File: config.mk
export PLATFORM = sky130hd
export DESIGN_NAME = serial_port_status_register
export DESIGN_NICKNAME = d
export VERILOG_FILES = /design/src/hw/sps_pkg.sv /design/src/hw/irq_bank.sv /design/src/hw/serial_port_status_register.sv
export SDC_FILE = /design/constraint.sdc
export NUM_CORES = 1
export LEC_CHECK = 0
export ABC_AREA = 0
export BUFFER_PORTS_ARGS = -buffer_cell sky130_fd_sc_hd__buf_4
export CORE_ASPECT_RATIO = 1.1
export CORE_MARGIN = 2
export CORE_UTILIZATION = 48
export CTS_CLUSTER_DIAMETER = 100
export DETAILED_ROUTE_END_ITERATION = 10
export GPL_TIMING_DRIVEN = 0
export PLACE_DENSITY = 0.81
export SYNTH_ARGS = -nofsm -noshare
export SYNTH_HDL_FRONTEND = slang
export SYNTH_SLANG_ARGS = --single-unit
File: constraint.sdc
create_clock -name pclk -period 1.43 [get_ports pclk]
set_input_delay 0.2145 -clock pclk [delete_from_list [all_inputs] [get_ports pclk]]
set_output_delay 0.2145 -clock pclk [all_outputs]
set_load 0.02 [all_outputs]
File: src/hw/sps_pkg.sv
// Package: register map and field layout of the serial port status block
package sps_pkg;
    // ==========================================
    // Register byte addresses
    localparam logic [11:0] ADDR_STATUS = 12'h000;
    localparam logic [11:0] ADDR_CONTROL = 12'h004;
    localparam logic [11:0] ADDR_ADDRESS = 12'h008;
    localparam logic [11:0] ADDR_BUFFER = 12'h00c;
    localparam logic [11:0] ADDR_IRQ_STATUS = 12'h010;
    localparam logic [11:0] ADDR_IRQ_MASK = 12'h014;
    // ==========================================
    // Status register fields
    localparam int STAT_SAMPLE = 7;
    localparam int STAT_EDGE = 6;
    localparam int STAT_DATA_ADDR = 5;
    localparam int STAT_STOP = 4;
    localparam int STAT_START = 3;
    localparam int STAT_DIR = 2;
    localparam int STAT_UPDATE = 1;
    localparam int STAT_FULL = 0;
    localparam logic [7:0] STATUS_RESET = 8'h00;
    // Writable bits of the status register
    localparam logic [7:0] STATUS_WR_MASK = 8'hc0;
    // ==========================================
    // Control register fields
    localparam int CTL_PORT_EN = 0;
    localparam int CTL_I2C_MODE = 1;
    localparam int CTL_MASTER = 2;
    localparam int CTL_START_GEN = 3;
    localparam int CTL_RSTART_GEN = 4;
    localparam int CTL_STOP_GEN = 5;
    localparam int CTL_RECV_EN = 6;
    localparam int CTL_ACK_EN = 7;
    localparam logic [7:0] CONTROL_RESET = 8'h00;
    localparam logic [7:0] ADDRESS_RESET = 8'h00;
    // ==========================================
    // Interrupt bits
    localparam int IRQ_START = 0;
    localparam int IRQ_STOP = 1;
    localparam int IRQ_FULL = 2;
    localparam int IRQ_MATCH = 3;
    localparam int IRQ_W = 4;
    localparam logic [IRQ_W-1:0] IRQ_RESET = 4'h0;
endpackage

File: src/hw/irq_bank.sv
// Sticky interrupt status with write-one-to-clear and mask
`timescale 1ns/1ps
`default_nettype none
module irq_bank (
    // Clock and reset
    input wire logic pclk,
    input wire logic presetn,
    // Events and software access
    input wire logic [sps_pkg::IRQ_W-1:0] event_in,
    input wire logic [sps_pkg::IRQ_W-1:0] clear_ones,
    input wire logic mask_we,
    input wire logic [sps_pkg::IRQ_W-1:0] mask_wdata,
    // State out
    output logic [sps_pkg::IRQ_W-1:0] status_q,
    output logic [sps_pkg::IRQ_W-1:0] mask_q,
    output logic irq
);
    import sps_pkg::*;
    // ==========================================
    // Status bits, set wins over clear
    genvar i;
    for (i = 0; i < IRQ_W; i++) begin : g_bit
        always_ff @(posedge pclk or negedge presetn) begin
            if (!presetn) begin
                status_q[i] <= 1'b0;
            end else if (event_in[i]) begin
                status_q[i] <= 1'b1;
            end else if (clear_ones[i]) begin
                status_q[i] <= 1'b0;
            end
        end
    end
    // Mask register
    always_ff @(posedge pclk or negedge presetn) begin
        if (!presetn) begin
            mask_q <= IRQ_RESET;
        end else if (mask_we) begin
            mask_q <= mask_wdata;
        end
    end
    // Level interrupt
    assign irq = |(status_q & mask_q);
endmodule // irq_bank
`default_nettype wire

File: src/hw/serial_port_status_register.sv
// Status register bank of a combined SPI / I2C serial port
//
// The APB slave port and the register offsets are this design's own decisions.
`timescale 1ns/1ps
`default_nettype none
// Summary of operation
// - Edge bit selects SMBus input thresholds in I2C mode
// - Stop flag sets on stop, clears on start or disable
// - Direction bit captured at address match
// - Master activity is master bit AND the OR of direction, enables
// - Start/stop flags clear on reset, disable
// - Address matches only equal 7-bit slave address
module serial_port_status_register (
    // APB clock and reset
    input wire logic pclk,
    input wire logic presetn,
    // APB slave
    input wire logic psel,
    input wire logic penable,
    input wire logic pwrite,
    input wire logic [11:0] paddr,
    input wire logic [31:0] pwdata,
    output logic [31:0] prdata,
    output logic pready,
    output logic pslverr,
    // Bus engine events
    input wire logic start_seen,
    input wire logic stop_seen,
    input wire logic nack_seen,
    input wire logic addr_byte_done,
    input wire logic [7:0] addr_byte,
    input wire logic data_byte_done,
    input wire logic [7:0] rx_byte,
    input wire logic tx_shifting,
    input wire logic ten_bit_update,
    // Status to the bus engine
    output logic smbus_thresholds,
    output logic slew_or_sample,
    output logic master_active,
    output logic port_enable,
    output logic irq
);
    import sps_pkg::*;
    // ==========================================
    // Registers
    logic [7:0] status_q; // Status bits
    logic [7:0] control_q; // Control bits
    logic [7:0] slave_addr_q; // Slave address
    logic [7:0] buffer_q; // Received byte
    logic [IRQ_W-1:0] irq_stat; // Sticky events
    logic [IRQ_W-1:0] irq_mask; // Event mask
    logic addr_match; // Matching address byte
    logic wr_en; // Write access phase
    logic rd_en; // Read access phase
    logic rd_buffer; // Software reads buffer
    logic [7:0] wdata8; // Low byte of write
    // ==========================================
    // Bus decode, single-cycle answer
    assign wr_en = psel && penable && pwrite;
    assign rd_en = psel && penable && !pwrite;
    assign pready = 1'b1;
    assign wdata8 = pwdata[7:0];
    assign rd_buffer = rd_en && (paddr == ADDR_BUFFER);
    // Unmapped address flags an error
    always_comb begin
        pslverr = 1'b0;
        if (psel && penable) begin
            case (paddr)
                ADDR_STATUS, ADDR_CONTROL, ADDR_ADDRESS,
                ADDR_BUFFER, ADDR_IRQ_STATUS, ADDR_IRQ_MASK: begin
                    pslverr = 1'b0;
                end
                default: begin
                    pslverr = 1'b1;
                end
            endcase
        end
    end
    // Read data registered in setup phase
    always_ff @(posedge pclk or negedge presetn) begin
        if (!presetn) begin
            prdata <= 32'h0000_0000;
        end else if (psel && !penable && !pwrite) begin
            case (paddr)
                ADDR_STATUS: prdata <= {24'h00_0000, status_q};
                ADDR_CONTROL: prdata <= {24'h00_0000, control_q};
                ADDR_ADDRESS: prdata <= {24'h00_0000, slave_addr_q};
                ADDR_BUFFER: prdata <= {24'h00_0000, buffer_q};
                ADDR_IRQ_STATUS: prdata <= {28'h000_0000, irq_stat};
                ADDR_IRQ_MASK: prdata <= {28'h000_0000, irq_mask};
                default: prdata <= 32'h0000_0000;
            endcase
        end
    end
    // ==========================================
    // Control and address registers
    always_ff @(posedge pclk or negedge presetn) begin
        if (!presetn) begin
            control_q <= CONTROL_RESET;
        end else if (wr_en && paddr == ADDR_CONTROL) begin
            control_q <= wdata8;
        end
    end
    always_ff @(posedge pclk or negedge presetn) begin
        if (!presetn) begin
            slave_addr_q <= ADDRESS_RESET;
        end else if (wr_en && paddr == ADDR_ADDRESS) begin
            slave_addr_q <= wdata8;
        end
    end
    assign port_enable = control_q[CTL_PORT_EN];
    // Compare the 7-bit address, direction bit excluded
    assign addr_match = addr_byte_done &&
        (addr_byte[7:1] == slave_addr_q[7:1]);
    // ==========================================
    // Software-written configuration bits
    always_ff @(posedge pclk or negedge presetn) begin
        if (!presetn) begin
            status_q[STAT_SAMPLE] <= 1'b0;
            status_q[STAT_EDGE] <= 1'b0;
        end else if (wr_en && paddr == ADDR_STATUS) begin
            status_q[STAT_SAMPLE] <= wdata8[STAT_SAMPLE];
            status_q[STAT_EDGE] <= wdata8[STAT_EDGE];
        end
    end
    // Threshold select only in I2C mode
    assign smbus_thresholds = control_q[CTL_I2C_MODE] &&
        status_q[STAT_EDGE];
    assign slew_or_sample = status_q[STAT_SAMPLE];
    // ==========================================
    // Start and stop detection flags
    always_ff @(posedge pclk or negedge presetn) begin
        if (!presetn) begin
            status_q[STAT_START] <= 1'b0;
            status_q[STAT_STOP] <= 1'b0;
        end else if (!port_enable) begin
            status_q[STAT_START] <= 1'b0;
            status_q[STAT_STOP] <= 1'b0;
        end else if (start_seen) begin
            status_q[STAT_START] <= 1'b1;
            status_q[STAT_STOP] <= 1'b0;
        end else if (stop_seen) begin
            status_q[STAT_STOP] <= 1'b1;
            status_q[STAT_START] <= 1'b0;
        end
    end
    // ==========================================
    // Direction and data/address bits
    always_ff @(posedge pclk or negedge presetn) begin
        if (!presetn) begin
            status_q[STAT_DIR] <= 1'b0;
        end else if (!port_enable) begin
            status_q[STAT_DIR] <= 1'b0;
        end else if (addr_match) begin
            status_q[STAT_DIR] <= addr_byte[0];
        end else if (start_seen || stop_seen || nack_seen) begin
            status_q[STAT_DIR] <= 1'b0;
        end
    end
    always_ff @(posedge pclk or negedge presetn) begin
        if (!presetn) begin
            status_q[STAT_DATA_ADDR] <= 1'b0;
        end else if (!port_enable) begin
            status_q[STAT_DATA_ADDR] <= 1'b0;
        end else if (data_byte_done) begin
            status_q[STAT_DATA_ADDR] <= 1'b1;
        end else if (addr_byte_done) begin
            status_q[STAT_DATA_ADDR] <= 1'b0;
        end
    end
    // Address update request, cleared by address write
    always_ff @(posedge pclk or negedge presetn) begin
        if (!presetn) begin
            status_q[STAT_UPDATE] <= 1'b0;
        end else if (!port_enable) begin
            status_q[STAT_UPDATE] <= 1'b0;
        end else if (ten_bit_update) begin
            status_q[STAT_UPDATE] <= 1'b1;
        end else if (wr_en && paddr == ADDR_ADDRESS) begin
            status_q[STAT_UPDATE] <= 1'b0;
        end
    end
    // ==========================================
    // Buffer and full flag, set wins over read
    always_ff @(posedge pclk or negedge presetn) begin
        if (!presetn) begin
            buffer_q <= 8'h00;
        end else if (data_byte_done) begin
            buffer_q <= rx_byte;
        end
    end
    always_ff @(posedge pclk or negedge presetn) begin
        if (!presetn) begin
            status_q[STAT_FULL] <= 1'b0;
        end else if (!port_enable) begin
            status_q[STAT_FULL] <= 1'b0;
        end else if (data_byte_done || tx_shifting) begin
            status_q[STAT_FULL] <= 1'b1;
        end else if (rd_buffer) begin
            status_q[STAT_FULL] <= 1'b0;
        end
    end
    // ==========================================
    // Master activity indicator
    assign master_active = control_q[CTL_MASTER] &&
        (status_q[STAT_DIR] || control_q[CTL_START_GEN] ||
         control_q[CTL_RSTART_GEN] || control_q[CTL_STOP_GEN] ||
         control_q[CTL_RECV_EN] || control_q[CTL_ACK_EN]);
    // ==========================================
    // Interrupts
    irq_bank u_irq (
        .pclk(pclk),
        .presetn(presetn),
        .event_in({addr_match, data_byte_done,
                   stop_seen && port_enable, start_seen && port_enable}),
        .clear_ones((wr_en && paddr == ADDR_IRQ_STATUS) ?
                    pwdata[IRQ_W-1:0] : IRQ_RESET),
        .mask_we(wr_en && paddr == ADDR_IRQ_MASK),
        .mask_wdata(pwdata[IRQ_W-1:0]),
        .status_q(irq_stat),
        .mask_q(irq_mask),
        .irq(irq)
    );
endmodule // serial_port_status_register
`default_nettype wire

==> results by group <==
STA
  • Crit share post-route: 130.5%
  • Max-slew headroom: 55.55%
  • Setup WS post-layout: -435.5 ps
  • Endpoints failing hold: 0
  • Post-route minimum period: about 1900 ps
  • Min Hold Slack: between 100 and 150 ps
  • Max Slew Vio Count: 0
  • RSZ-0062 raised after global routing: true
  • Layout Skew: 10.44 ps
  • Worst-margin pin slew: between 600 and 700 ps
  • Final setup violation count: 14
  • Fmax: about 0.54 GHz

Power and ir drop
  • Logic pwr share: around 16%
  • P_sw: ~0.7 mW
  • Sw Share: around a quarter
  • Leak Pwr: roughly 1.8 nW
  • Power Internal: approximately 2 mW
  • Worst VDD drop: between 0.6 and 0.7 mV
  • Share of total power in sequential cells: approximately 52%
  • Pwr Density: 759.4 nW/um^2
  • Clock power share: 31.7%

Synthesis
  • Cell variety after synth: 42
  • Cells after synthesis: 222
  • Synth top cells by count: dfrtp_1, mux2_2, buf_4
  • Share of the synthesized area in the top cell type: 46.92%
  • Most used DFF post-synth: dfrtp_1
  • Synth area leader: dfrtp_1
  • Register area share after synthesis: a little under half
  • Ys async rst share: between 90% and 100%
  • Top-count cell post-synth: dfrtp_1
  • Synthesis Warnings: 0
  • Post-synth EDFFs: 0
  • Top cells by area, synth: dfrtp_1, mux2_2, buf_4
  • Register bit count reported by yosys: 48
  • Cell Area, Synth: about 2600 sq um
  • Syn Area/Cell: ~12 sq um

Global route
  • Largest net degree at the start of global routing: 49
  • Antenna violations before repair: 0
  • First-pass GRT wire length: about 10000 um
  • Grt total ovfl: 0
  • GRT Resource Usage Total: 23.32%
  • Vias in the first global route: 2117

Worst setup path
  • RR Endpoint: prdata[6]
  • Reg2Reg Depth: 4
  • Critical R2R Launch: control_q[6]
  • Reg2reg setup slack: approximately 20 ps
  • Element type at the critical path end: output pin
  • Crit Path Class: reg -> out
  • Startpoint types: register
  • Arrival time at the worst endpoint: 1650 ps
  • Worst EP required: 1220 ps
  • CP Max Fanout: 2

Routing
  • Overall routed net length: about 6700 um
  • TritonRoute pass-1 iters: 4
  • # DRC: 0
  • DR iter-0 viols: approximately 160
  • DR WL/cell: around 18 um
  • DRT antenna net count: 0
  • Routed via count: ~2100
  • Vias/cell: 5.448

Hold path
  • Min-delay src: start_seen
  • Min-delay worst type: in -> reg
  • Hold Path Stages: 2
  • Worst Hold End: status_q[4]

Clocking
  • Clock sink total: 48
  • CTS tree: yes
  • Clock root cell: clkbuf_8
  • CTS max path bufs: 2
  • Worst-Skew Late Latency: ~300 ps
  • H-tree levels: 2
  • Number of CTS-inserted buffers: 5
  • Worst-path clk slew: 90 ps

Floorplan
  • Die width: 73.63 um
  • Initial Util: between 50% and 60%
  • Row Count: 27
  • Core area: between 5000 and 6000 sq um
  • Die area: 5934 sq um
  • Die H: ~80 um
  • # IOs: about 110

Outcome
  • Status: complete, but fails checks
  • Failing checks: negative setup slack

Cells and area
  • Nets: a little under 400
  • ANT cells: 0
  • Area growth from synthesis to layout: 38.76%
  • Share of cells above drive strength 1: about 49%

Placed design
  • Port bufs: a little under 60
  • Placer congestion estimate: 0.8948
  • Pre-CTS WS: -572.6 ps
  • HPWL Detailed: approximately 4600 um

Job
  • Max cap viols: 0
## through the flow
step           power [mW]  instances  TNS [ps]  instance area (sq um)  util [%]
6_report            2.697        384     -2606                   3552     70.10
5_1_grt             2.815        384     -2782                   3552     70.10
4_1_cts             2.694        378     -2766                   3476     68.59
3_5_place_dp        1.837        362    -13650                   3243     64.00
3_3_place_gp        1.830        362    -12540                   3243     64.00
2_1_floorplan       1.655        245     -5972                   2728         -
## worst max-delay path by stage
stage,cells past startpoint,endpoint,from,slack [ps]
finish,3,master_active,status_q[2],-440
detailed placement,6,u_irq.mask_q[1],paddr[5],-570
floorplan,5,slave_addr_q[0],paddr[3],-340
global placement,5,slave_addr_q[2],paddr[4],-520
global route,3,master_active,status_q[2],-480
CTS,3,master_active,control_q[6],-440
## cells by family after synthesis
group	synth area share [%]
compound gates	7.233
simple gates	12.37
flops	46.92
mux	21.41
other cells	0.2934
buf+inv	9.384
xor+xnor	2.395
## what timing repair did
item,4_1_cts,5_1_grt
resized for setup,17,9
hold endpoints to repair,48,0
setup endpoints to repair,25,18
hold buffers,1,0
setup buffers,6,7
pin swaps,3,6
gates cloned,1,0
## cell type report
| type | instances | area, sq um |
|---|---|---|
| buffer | 33 | 241.5 |
| clock buffer | 6 | 82.58 |
| clock inverter | 2 | 13.76 |
| fill | 400 | 1515 |
| inverter | 2 | 7.507 |
| multi-input combinational | 161 | 1336 |
| sequential | 48 | 1201 |
| tap | 58 | 72.57 |
| timing repair buffer | 74 | 596.8 |
## layout by cell type, fill, tap and decap left out, types with 3 or more instances in the layout
| master | count |
|---|---|
| a22o_1 | 6 |
| nand4_1 | 3 |
| buf_4 | 91 |
| nor3_1 | 3 |
| clkbuf_2 | 3 |
| or4_4 | 3 |
| nand2_1 | 15 |
| mux4_2 | 4 |
| o22ai_1 | 4 |
| clkbuf_8 | 6 |
| nor4_4 | 3 |
| o21ai_0 | 3 |
| mux2_2 | 21 |
| nor2b_1 | 3 |
| buf_6 | 6 |
| xnor2_1 | 7 |
| mux2_4 | 9 |
| conb_1 | 25 |
| mux2i_1 | 12 |
| dfrtp_1 | 48 |
| nor2_1 | 8 |
## power groups by stage
stage / logic (mW) / clock network (mW) / registers, mW
finish: 0.439 / 0.856 / 1.40
global route: 0.474 / 0.936 / 1.40
CTS: 0.423 / 0.869 / 1.40
detailed placement: 0.408 / 0 / 1.43
global placement: 0.402 / 0 / 1.43
floorplan: 0.233 / 0 / 1.42
## critical path, cell delays in order (launching register included)
cell     delay (ps)
dfrtp_1         400
or4_1           530
o31a_1          280
buf_6           140
## state kept, by name, summed over array words and instances (netlist names)
signal / count
buffer_q: 8
control_q: 8
slew_or_sample: 1
status_q: 7
u_irq.status_q: 4
prdata: 8
u_irq.mask_q: 4
slave_addr_q: 8
## per-layer routing
layer | vias up | GRT usage (%) | wire length [um]
met4 | 0 | 7.091 | 129
met1 | 1033 | 27.10 | 2571
li1 | 959 | - | -
met3 | 10 | 4.893 | 407
met5 | - | 0 | 0
met2 | 90 | 42.32 | 3622
Power figures use the tool's default switching activity.
